**src/core/spi_port_pkg.sv**
```systemverilog
package spi_port_pkg;

  // register map (byte addresses on the plain register port)
  localparam logic [7:0] ADDR_CTRL = 8'h2C;
  localparam logic [7:0] ADDR_STAT = 8'h2D;
  localparam logic [7:0] ADDR_DATA = 8'h2E;

  // control register field positions
  localparam int CTRL_IRQ_EN = 7;
  localparam int CTRL_PORT_EN = 6;
  localparam int CTRL_BIT_ORDER = 5;
  localparam int CTRL_MASTER = 4;
  localparam int CTRL_IDLE_LVL = 3;
  localparam int CTRL_PHASE = 2;
  localparam int CTRL_RATE_HI = 1;
  localparam int CTRL_RATE_LO = 0;

  // status register field positions
  localparam int STAT_DONE = 7;
  localparam int STAT_WRITE_COLLISION_FLAG = 6;
  localparam int STAT_DOUBLE = 0;

  // values after reset
  localparam logic [7:0] CTRL_RESET = 8'h00;
  localparam logic [7:0] STAT_RESET = 8'h00;
  localparam logic [7:0] DATA_RESET = 8'h00;

  // counts
  localparam logic [3:0] BITS_PER_BYTE = 4'h8;
  localparam logic [4:0] EDGES_PER_BYTE = 5'h10;
  localparam int SYNC_STAGES = 3;
  localparam int PIN_COUNT = 4;
  localparam int PIN_SCK = 0;
  localparam int PIN_MOSI = 1;
  localparam int PIN_SEL = 2;
  localparam int PIN_MISO = 3;

  // half of the sck period in system clocks, indexed by {double, hi, lo}
  // full dividers: 4,16,64,128 and doubled 2,8,32,64
  localparam logic [6:0] HALF_PERIOD [8] = '{
    7'h02, 7'h08, 7'h20, 7'h40,
    7'h01, 7'h04, 7'h10, 7'h20
  };

endpackage

```
**src/core/spi_rate_if.sv**
```systemverilog
`timescale 1ns/1ps
interface spi_rate_if;
  logic run;
  logic [2:0] rate_code;
  logic tick;

  modport ctrl (
    output run,
    output rate_code,
    input tick
  );

  modport div (
    input run,
    input rate_code,
    output tick
  );
endinterface

```
**src/core/spi_port.sv**
```systemverilog
// How it works
// - target role: select is input; low enables port and MISO drive, high idles everything.
// - target role: select high resets bit counter and drops partial byte.
// - controller with select as output: select pin ignored by serial logic.
// - controller with select input low: leave controller role, set done flag.
// - after select event target role stays until software sets controller_select.
// - each bit driven on one sck edge, sampled on the opposite one.
// - clock_idle_level sets sck idle level and leading edge direction.
// - clock_phase_select picks sampling on leading or trailing edge.
// - bit_order_select one sends lsb first, zero sends msb first.
// - nothing shifts unless port_enable is one.
// - controller_select one picks controller role, zero picks target role.
// - controller sck divider 4,16,64,128, or 2,8,32,64 when doubled.
// - rate bits have no effect in target role.
// - doubling makes shortest sck period two system clocks.
// - each completed byte sets transfer_done_flag.
// - interrupt request while done flag, irq enable and global enable set.
// - done flag cleared by vector taken, or status read then data access.
// - data write during transfer sets collision flag; cleared by status read then data access, not by vector taken.
// - status bits 5 to 1 read zero.
// - data write starts transmission; data read returns receive buffer.
// - controller shifts eight bits then stops; select never driven by hardware.
// - single transmit buffer, double receive buffer; unread byte overwritten.
// - target with select high: MISO released, no shifting, data loads allowed.
`timescale 1ns/1ps
module spi_port
  import spi_port_pkg::*;
(
  // clock and reset
  input wire logic i_clk,
  input wire logic i_nrst,
  // register port
  input wire logic [7:0] i_addr,
  input wire logic [7:0] i_wdata,
  input wire logic i_wr,
  input wire logic i_rd,
  output logic [7:0] o_rdata,
  // interrupt hookup to the core
  input wire logic i_global_irq_en,
  input wire logic i_vector_taken,
  output logic o_irq,
  // select pin direction as configured by the port logic
  input wire logic i_sel_is_output,
  // serial pins
  input wire logic i_sck,
  output logic o_sck,
  output logic o_sck_oe,
  input wire logic i_mosi,
  output logic o_mosi,
  output logic o_mosi_oe,
  input wire logic i_miso,
  output logic o_miso,
  output logic o_miso_oe,
  input wire logic i_sel_n
);

  ////////////////////////////////////////////////////////////////////////////
  // state

  typedef struct packed {
    logic [7:0] ctrl;
    logic dbl;
    logic done;
    logic write_collision_flag;
    logic arm_done;
    logic arm_write_collision_flag;
    logic [7:0] rx_buf;
    logic [7:0] shreg;
    logic [3:0] bitcnt;
    logic [4:0] edges;
    logic busy;
    logic sck_lvl;
    logic out_bit;
    logic [PIN_COUNT-1:0][SYNC_STAGES-1:0] sync;
    logic [PIN_COUNT-1:0] filt;
    logic [PIN_COUNT-1:0] filt_prev;
    logic [7:0] rdata;
  } port_state_t;

  port_state_t q;
  port_state_t d;

  spi_rate_if rate ();

  spi_rate_div u_rate_div (
    .i_clk(i_clk),
    .i_nrst(i_nrst),
    .rate(rate.div)
  );

  ////////////////////////////////////////////////////////////////////////////
  // decode of control bits and pin events

  logic en;
  logic controller_select;
  logic clock_idle_level;
  logic clock_phase_select;
  logic lsb_first;
  logic [PIN_COUNT-1:0] pin_in;
  logic sck_rise;
  logic sck_fall;
  logic sel_low;
  logic tgt_active;
  logic tgt_lead;
  logic tgt_trail;
  logic tgt_sample;
  logic tgt_setup;
  logic ctl_edge;
  logic ctl_lead;
  logic ctl_sample;
  logic ctl_setup;
  logic in_bit;
  logic [7:0] shifted;
  logic in_progress;
  logic mode_fault;
  logic wr_ctrl;
  logic wr_stat;
  logic wr_data;
  logic rd_ctrl;
  logic rd_stat;
  logic rd_data;
  logic [7:0] status_val;

  function automatic logic tx_bit(input logic [7:0] b, input logic lsb);
    tx_bit = lsb ? b[0] : b[7];
  endfunction

  assign en = q.ctrl[CTRL_PORT_EN];
  assign controller_select = q.ctrl[CTRL_MASTER];
  assign clock_idle_level = q.ctrl[CTRL_IDLE_LVL];
  assign clock_phase_select = q.ctrl[CTRL_PHASE];
  assign lsb_first = q.ctrl[CTRL_BIT_ORDER];

  assign pin_in[PIN_SCK] = i_sck;
  assign pin_in[PIN_MOSI] = i_mosi;
  assign pin_in[PIN_SEL] = i_sel_n;
  assign pin_in[PIN_MISO] = i_miso;

  // edges are taken from the filtered copies only
  assign sck_rise = q.filt[PIN_SCK] & ~q.filt_prev[PIN_SCK];
  assign sck_fall = ~q.filt[PIN_SCK] & q.filt_prev[PIN_SCK];
  assign sel_low = ~q.filt[PIN_SEL];

  // target side: leading edge leaves the idle level
  assign tgt_active = en & ~controller_select & sel_low;
  assign tgt_lead = clock_idle_level ? sck_fall : sck_rise;
  assign tgt_trail = clock_idle_level ? sck_rise : sck_fall;
  assign tgt_sample = tgt_active & (clock_phase_select ? tgt_trail : tgt_lead);
  assign tgt_setup = tgt_active & (clock_phase_select ? tgt_lead : tgt_trail);

  // controller side: even edge numbers are leading edges
  assign ctl_edge = en & controller_select & q.busy & rate.tick;
  assign ctl_lead = ~q.edges[0];
  assign ctl_sample = ctl_edge & (clock_phase_select ? ~ctl_lead : ctl_lead);
  assign ctl_setup = ctl_edge & (clock_phase_select ? ctl_lead : ~ctl_lead);

  // divider only runs in controller role, so rate bits are inert in target role
  assign rate.run = en & controller_select & q.busy;
  assign rate.rate_code = {q.dbl, q.ctrl[CTRL_RATE_HI], q.ctrl[CTRL_RATE_LO]};

  assign in_bit = controller_select ? q.filt[PIN_MISO] : q.filt[PIN_MOSI];
  assign shifted = lsb_first ? {in_bit, q.shreg[7:1]} : {q.shreg[6:0], in_bit};
  assign in_progress = controller_select ? q.busy : (q.bitcnt != 4'h0);

  // another controller pulled select low while we drive the bus
  assign mode_fault = en & controller_select & ~i_sel_is_output & sel_low;

  assign wr_ctrl = i_wr & (i_addr == ADDR_CTRL);
  assign wr_stat = i_wr & (i_addr == ADDR_STAT);
  assign wr_data = i_wr & (i_addr == ADDR_DATA);
  assign rd_ctrl = i_rd & (i_addr == ADDR_CTRL);
  assign rd_stat = i_rd & (i_addr == ADDR_STAT);
  assign rd_data = i_rd & (i_addr == ADDR_DATA);

  assign status_val = {q.done, q.write_collision_flag, 5'h00, q.dbl};

  ////////////////////////////////////////////////////////////////////////////
  // next state

  always_comb begin
    d = q;

    // three stage synchronisers, a change counts once stages two and three agree
    for (int p = 0; p < PIN_COUNT; p++) begin
      d.sync[p] = {q.sync[p][SYNC_STAGES-2:0], pin_in[p]};
      if (q.sync[p][1] == q.sync[p][2]) begin
        d.filt[p] = q.sync[p][2];
      end
    end
    d.filt_prev = q.filt;

    // read data, one cycle after the strobe
    d.rdata = 8'h00;
    if (rd_ctrl) begin
      d.rdata = q.ctrl;
    end
    if (rd_stat) begin
      d.rdata = status_val;
    end
    if (rd_data) begin
      d.rdata = q.rx_buf;
    end

    // flag clearing: status read with a flag set, then a data access
    if (rd_stat) begin
      d.arm_done = q.done;
      d.arm_write_collision_flag = q.write_collision_flag;
    end
    if ((rd_data || wr_data) && (q.arm_done || q.arm_write_collision_flag)) begin
      d.done = 1'b0;
      if (q.arm_write_collision_flag) begin
        d.write_collision_flag = 1'b0;
      end
      d.arm_done = 1'b0;
      d.arm_write_collision_flag = 1'b0;
    end
    if (i_vector_taken) begin
      d.done = 1'b0;
    end

    // control writes
    if (wr_ctrl) begin
      d.ctrl = i_wdata;
    end
    if (wr_stat) begin
      d.dbl = i_wdata[STAT_DOUBLE];
    end

    // target role: select high holds the shifter in reset
    if (!controller_select) begin
      if (!tgt_active) begin
        d.bitcnt = 4'h0;
        d.out_bit = tx_bit(q.shreg, lsb_first);
      end else begin
        if (tgt_sample) begin
          d.shreg = shifted;
          d.bitcnt = q.bitcnt + 4'h1;
          if (q.bitcnt == (BITS_PER_BYTE - 4'h1)) begin
            d.rx_buf = shifted;
            d.done = 1'b1;
            d.bitcnt = 4'h0;
          end
        end
        if (tgt_setup) begin
          d.out_bit = tx_bit(q.shreg, lsb_first);
        end
      end
    end

    // controller role: one tick per sck half period, sixteen edges per byte
    if (ctl_edge) begin
      d.sck_lvl = ~q.sck_lvl;
      d.edges = q.edges + 5'h01;
      if (ctl_sample) begin
        d.shreg = shifted;
      end
      if (ctl_setup) begin
        d.out_bit = tx_bit(q.shreg, lsb_first);
      end
      if (q.edges == (EDGES_PER_BYTE - 5'h01)) begin
        d.busy = 1'b0;
        d.edges = 5'h00;
        d.rx_buf = ctl_sample ? shifted : q.shreg;
        d.done = 1'b1;
      end
    end
    if (controller_select && !q.busy) begin
      d.sck_lvl = clock_idle_level;
    end

    // data register write: load the single transmit buffer or flag a collision
    if (wr_data) begin
      if (in_progress) begin
        d.write_collision_flag = 1'b1;
      end else begin
        d.shreg = i_wdata;
        d.out_bit = tx_bit(i_wdata, lsb_first);
        if (en && controller_select) begin
          d.busy = 1'b1;
          d.edges = 5'h00;
          d.sck_lvl = clock_idle_level;
        end
      end
    end

    // select pulled low in controller role: drop to target role
    if (mode_fault) begin
      d.ctrl[CTRL_MASTER] = 1'b0;
      d.done = 1'b1;
      d.busy = 1'b0;
      d.edges = 5'h00;
      d.bitcnt = 4'h0;
    end

    // disabled port: nothing moves
    if (!en) begin
      d.busy = 1'b0;
      d.edges = 5'h00;
      d.bitcnt = 4'h0;
      d.sck_lvl = clock_idle_level;
    end
  end

  always_ff @(posedge i_clk or negedge i_nrst) begin
    if (!i_nrst) begin
      q <= '0;
      q.ctrl <= CTRL_RESET;
      q.dbl <= STAT_RESET[STAT_DOUBLE];
      q.rx_buf <= DATA_RESET;
      q.shreg <= DATA_RESET;
      q.sync <= '1;
      q.filt <= '1;
      q.filt_prev <= '1;
    end else begin
      q <= d;
    end
  end

  ////////////////////////////////////////////////////////////////////////////
  // outputs

  assign o_rdata = q.rdata;
  assign o_irq = q.done & q.ctrl[CTRL_IRQ_EN] & i_global_irq_en;

  // controller drives sck and mosi, target only miso while selected
  assign o_sck = q.sck_lvl;
  assign o_sck_oe = en & controller_select;
  assign o_mosi = q.out_bit;
  assign o_mosi_oe = en & controller_select;
  assign o_miso = q.out_bit;
  assign o_miso_oe = tgt_active;

endmodule

```
**src/core/spi_rate_div.sv**
```systemverilog
`timescale 1ns/1ps
module spi_rate_div
  import spi_port_pkg::*;
(
  // clock and reset
  input wire logic i_clk,
  input wire logic i_nrst,
  // rate link to the shift engine
  spi_rate_if.div rate
);

  typedef struct packed {
    logic [6:0] cnt;
  } div_state_t;

  div_state_t q;
  div_state_t d;
  logic [6:0] half;

  assign half = HALF_PERIOD[rate.rate_code];
  // one tick per sck half period while the controller shifts
  assign rate.tick = rate.run & (q.cnt == (half - 7'h01));

  always_comb begin
    d = q;
    if (!rate.run || rate.tick) begin
      d.cnt = 7'h00;
    end else begin
      d.cnt = q.cnt + 7'h01;
    end
  end

  always_ff @(posedge i_clk or negedge i_nrst) begin
    if (!i_nrst) begin
      q <= '0;
    end else begin
      q <= d;
    end
  end

endmodule

```
**config.mk**
```make
export PLATFORM = sky130hd
export DESIGN_NAME = spi_port
export DESIGN_NICKNAME = d
export VERILOG_FILES = /design/src/core/spi_port_pkg.sv /design/src/core/spi_rate_if.sv /design/src/core/spi_port.sv /design/src/core/spi_rate_div.sv
export SDC_FILE = /design/constraint.sdc
export NUM_CORES = 1
export LEC_CHECK = 0
export BUFFER_PORTS_ARGS = -buffer_cell sky130_fd_sc_hd__buf_4
export CORE_MARGIN = 3
export CORE_UTILIZATION = 34
export DETAILED_ROUTE_END_ITERATION = 7
export HOLD_SLACK_MARGIN = 0.02
export REMOVE_ABC_BUFFERS = 1
export SLEW_MARGIN = 30
export SYNTH_ARGS = -nofsm -noshare
export SYNTH_HDL_FRONTEND = slang
export SYNTH_SLANG_ARGS = --single-unit
```
**constraint.sdc**
```tcl
create_clock -name i_clk -period 3.55 [get_ports i_clk]
set_input_delay 0.5325 -clock i_clk [delete_from_list [all_inputs] [get_ports i_clk]]
set_output_delay 0.5325 -clock i_clk [all_outputs]
set_load 0.01 [all_outputs]
```
Yosys cells after proc, flatten, opt, wreduce, memory -nomap -nowiden --
Memories as Yosys holds them, arrays and structs flattened. Cells that the tools add are included. W data, S select, Z words.
Storage, ports and cells: memory bits (read-only) 56, output and inout bits 15, memories kept 1, logic and storage cells 141, input bits 27, register bits after elaboration 73
Memory list:
- (name not given) | depth 8, bits a word 7, rd ports 1, clocked after Yosys merged registers in 0, wr ports 0, line spi_rate_div.sv:20 | assign half = HALF_PERIOD[rate.rate_code];
Cells by class: order comparisons 1, bitwise operators 30, mux-type cells 56, reductions and logical operators 12, equal/unequal tests 12, $add $sub $neg 4
Operators with widths (count):
- $mux W8 | 13
- $mux W20 | 2
- $mux W16 | 2
- $mux W7 | 4
- $mux W1 | 27
- $eq A8 B6 Y1 const B | 3
- $and A1 B1 Y1 | 22
- $mux W4 | 3
- $mux W11 | 1
- $mux W10 | 1
- $add A7 B1 Y7 const B | 1
- $eq A7 B7 Y1 | 1
- $not A1 Y1 | 7
- $sub A7 B1 Y7 const B | 1
- $mux W6 | 1
- $add A5 B1 Y5 const B | 1
- $eq A5 B4 Y1 const B | 1
- $mux W5 | 1
- $add A4 B1 Y4 const B | 1
- $eq A1 B1 Y1 | 4
- $eq A4 B3 Y1 const B | 1
- $ge A4 B4 Y1 const B | 1
- $ne A4 B2 Y1 const B | 1
- $not A3 Y4 | 1
- other kinds (8) | 14

Depth between registers and ports, before layout --
depth after elaboration 17, depth in mapped cells 12, depth with buffers taken out 9

By module --
A second synthesis with hierarchy kept.
Second synthesis, totals: cells, all modules 352, area total of the unflattened synthesis 3787.4 um^2
By module, submodules not included:
- spi_port | area an instance 3275.6 um^2, cells each 299, times used 1
- spi_rate_div | area an instance 511.7 um^2, cells each 53, times used 1

Worst setup path before layout --
Ideal clock, no wire load.
kind reg2reg, from register q[61] (netlist bit), to register q[52] (netlist bit), setup time 0.139 ns, path buffers 3, setup slack 0.735 ns, arrival time 2.676 ns, stages on the path, launching flop included 12, path through dfrtp_1 buf_4 or3_1 ha_1 nor4bb_1 a311oi_4 xor2_2 and4_1 buf_6 buf_12 mux2i_1 mux2i_1
RTL lines:
- from (decl) | line spi_port.sv:80 | port_state_t q;

==> qor_table.md <==
| Metric | Value | Unit |
| --- | --- | --- |
| Clock edge transition at the registers on the reported setup and hold paths | 0.06 | ns |
| Via count | 2762 | - |
| Area share of the leading cell type in the synthesized netlist | 36.4 | % |
| Via-to-Cell Ratio | 5.21 | - |
| Headroom to the max-slew limit | 40.3 | % |
| # DRC | 0 | - |
| Number of gates resized after CTS | 0 | - |
| DRT Pass-1 Iters | 5 | - |
| Number of global-route vias before repair | 2763 | - |
| Largest buffer count on any clock path | 2 | - |
| Share of post-route cells with drive strength above 1 | 26.7 | % |
| Number of flops mapped to enable cells by yosys | 0 | - |
| Setup violations, final | 0 | - |
| Type of the worst min-delay path | in2async | - |
| Critical path peak fanout | 13 | - |
| Synthesis-to-layout area growth | 17.4 | % |
| Final setup slack of the worst path | 0.478 | ns |
| RSZ-0062 raised after global routing | no | - |
| GRT Total Usage | 14.8 | % |
| Register-to-Register Setup Slack | 0.48 | ns |
| Result of the run | complete, no violations | - |
| Post-layout min period | 3.07 | ns |
| Floorplan die width | 112 | um |
| Highest cell delay on the worst timing path | 0.52 | ns |
| Critical path data arrival time | 3.33 | ns |
| Net count, final | 417 | - |
| Critical path endpoint category | flop | - |
| Highest attainable clock frequency | 325 | MHz |
| Core Util, Final | 41.4 | % |
| Register area share after synthesis | 48.0 | % |
| Cells on worst reg2reg path | 8 | - |
| Final setup skew | 0.00896 | ns |
| Pin count of the biggest net entering global routing | 74 | - |
| Reg-to-reg endpoint | q[53] | - |
| Setup CP Type | reg2reg | - |
| Critical path, cell by cell | or3_1, ha_1, nor4bb_1, a311oi_4, xor2_2, nand4_4, nor3_4, mux2i_1 | - |
| Synth area leaders | sky130_fd_sc_hd__dfrtp_1 (36%), sky130_fd_sc_hd__dfstp_2 (12%), sky130_fd_sc_hd__mux2i_1 (7.0%) | - |
| Required time of the critical path | 3.81 | ns |
| Portion of the clock cycle consumed by the worst path in the final layout | 86.5 | % |
| Initial antenna violation count | 0 | - |
| Flops & latches, synth | 73 | - |
| Core area | 10900 | um^2 |
| Wirelength, routed | 8810 | um |
| Drt first-iter violations | 148 | - |
| Hold Violations, Final | 0 | - |
| Library cell occupying the most area in the post-synthesis netlist | sky130_fd_sc_hd__dfrtp_1 | - |
| Syn avg cell area | 10.9 | um^2 |
| Dpl ws | 0.481 | ns |
| Number of fillers in the final layout | 1038 | - |
| Antenna Cells | 0 | - |
| Number of distinct library cell variants in the gate-level netlist after synthesis | 59 | - |
| Post-synthesis instance total | 354 | - |
| Full die area | 12600 | um^2 |
| Worst-Margin Slew | 0.883 | ns |
| Gp weighted congestion | 0.779 | - |
| Final TNS setup | 0 | ns |
| Routed length per instance | 16.6 | um |
| RR Startpoint | q[62] | - |
| Post-CTS Hold Buffers | 0 | - |
| Total half-perimeter wirelength after legalization and detailed placement | 6450 | um |
| First-pass GRT wire length | 14700 | um |
| Most used DFF post-synth | sky130_fd_sc_hd__dfrtp_1 | - |
| Clock latency on the worst-skew pair | 0.34 | ns |
| Nature of the critical path startpoint | flop | - |
| Post-synth ARST share | 100 | % |
| Power density over the cells | 477 | nW/um^2 |
| Die span in y | 112 | um |
| Count of H-tree levels built during CTS | 3 | - |
| Setup bufs post-CTS | 0 | - |
| Initial cell density of the core | 35.2 | % |
| Count of buffers from port buffering | 41 | - |
| Remaining global-route overflow | 0 | - |
| Count of clock tree sinks | 73 | - |
| Clock buffer count from CTS | 9 | - |
| Yosys Warn Count | 0 | - |
| Cell chosen for the clock root | sky130_fd_sc_hd__clkbuf_16 | - |
| Number of pins exceeding their max-slew limit in the final report | 0 | - |
| Max-capacitance violation count | 0 | - |
| IR drop worst, VDD | 0.242 | mV |
| Clock tree from TritonCTS | yes | - |
| Area of the mapped netlist | 3850 | um^2 |
| I/O pin total | 42 | - |
| Leakage power | 1.91 | nW |
| Worst-case hold slack | 0.211 | ns |
| Number of nets with antenna violations after routing | 0 | - |
| Slowest-stage cell, CP | sky130_fd_sc_hd__nor4bb_1 | - |
| Site row count | 38 | - |
## final cells by class
| class | count | area [um^2] | area share, % |
|---|---|---|---|
| clock buffer | 9 | 225 | 4.98 |
| clock inverter | 7 | 100 | 2.21 |
| inverter | 9 | 33.8 | 0.747 |
| multi-input combinational | 248 | 1810 | 39.9 |
| sequential | 73 | 1850 | 40.9 |
| tap | 140 | 175 | 3.87 |
| timing repair buffer | 44 | 334 | 7.39 |
## cells in the final DEF (no fill, tap or decap), types with 7 or more instances in the layout
cell type / netlist / final
sky130_fd_sc_hd__buf_4: 11 / 43
sky130_fd_sc_hd__dfrtp_1: 56 / 56
sky130_fd_sc_hd__mux2i_1: 27 / 27
sky130_fd_sc_hd__o31ai_1: 7 / 7
sky130_fd_sc_hd__a21oi_1: 16 / 16
sky130_fd_sc_hd__o21ai_0: 13 / 13
sky130_fd_sc_hd__nand3_1: 12 / 12
sky130_fd_sc_hd__and3_1: 8 / 8
sky130_fd_sc_hd__dfstp_2: 17 / 17
sky130_fd_sc_hd__inv_1: 9 / 9
sky130_fd_sc_hd__mux2_2: 17 / 17
sky130_fd_sc_hd__clkbuf_16: 0 / 9
sky130_fd_sc_hd__nor2_1: 20 / 20
sky130_fd_sc_hd__xnor2_1: 10 / 10
sky130_fd_sc_hd__nand2_1: 28 / 28
## synth_stat cells, types with 9 or more instances
cell / n
sky130_fd_sc_hd__nor2_1: 20
sky130_fd_sc_hd__mux2_2: 17
sky130_fd_sc_hd__inv_1: 9
sky130_fd_sc_hd__nand2_1: 28
sky130_fd_sc_hd__a21oi_1: 16
sky130_fd_sc_hd__dfrtp_1: 56
sky130_fd_sc_hd__buf_4: 11
sky130_fd_sc_hd__mux2i_1: 27
sky130_fd_sc_hd__nand3_1: 12
sky130_fd_sc_hd__dfstp_2: 17
sky130_fd_sc_hd__o21ai_0: 13
sky130_fd_sc_hd__xnor2_1: 10
## where the power goes
| group | switching [mW] | internal [mW] |
|---|---|---|
| clock | 0.365 | 0.622 |
| combinational | 0.115 | 0.115 |
| sequential | 0.0525 | 0.886 |
| total | 0.533 | 1.62 |
## kinds of logic after synthesis
kind of cell	count (synthesis)	share of synthesized area, %
flip-flops	73	48.0
XOR/XNOR	15	3.61
AO/OA/AOI/OAI	68	11.9
multiplexers	44	12.0
adder cells (fa/ha/maj)	9	2.66
buffers and inverters	33	5.13
AND/OR/NAND/NOR	112	16.8
## sequential cells by signal (all words and copies together), names as in the netlist
signal	count
q	39
o_sck	1
o_rdata	8
lsb_first	1
o_miso	1
u_rate_div.q	7
controller_select	1
clock_idle_level	1
en	1
clock_phase_select	1
d	12
## worst max-delay path, delay by kind of cell, from the launching register on
family / cells / cell delay [ns]
AND/OR/NAND/NOR: 4 / 1.58
flip-flops: 1 / 0.51
adder cells (fa/ha/maj): 1 / 0.28
XOR/XNOR: 1 / 0.28
multiplexers: 1 / 0.26
AO/OA/AOI/OAI: 1 / 0.09
## how the worst max path moves through the flow
stage                     startpoint     to  cells past startpoint
after detailed placement       q[62]  q[55]                      8
after floorplan                q[61]  q[48]                      8
final                          q[62]  q[53]                      8
after CTS                      q[62]  q[53]                      8
after global routing           q[62]  q[54]                      8
after global placement         q[61]  q[52]                      8
## per-layer routing
| layer | part of all wire (%) | GRT usage (%) |
|---|---|---|
| met1 | 45 | 19.4 |
| met2 | 50 | 24.4 |
| met3 | 2.8 | 2.91 |
| met4 | 1.6 | 5.05 |
| met5 | 0 | 0 |
## per-stage QoR
stage | std cells | area (um^2) | total power [mW]
2_1_floorplan | 330 | 3690 | 1.08
3_3_place_gp | 514 | 4190 | 1.17
3_5_place_dp | 514 | 4190 | 1.18
4_1_cts | 530 | 4520 | 2.18
5_1_grt | 530 | 4520 | 2.25
6_report | 530 | 4520 | 2.16
No activity file was read; power rests on OpenSTA's default activity.
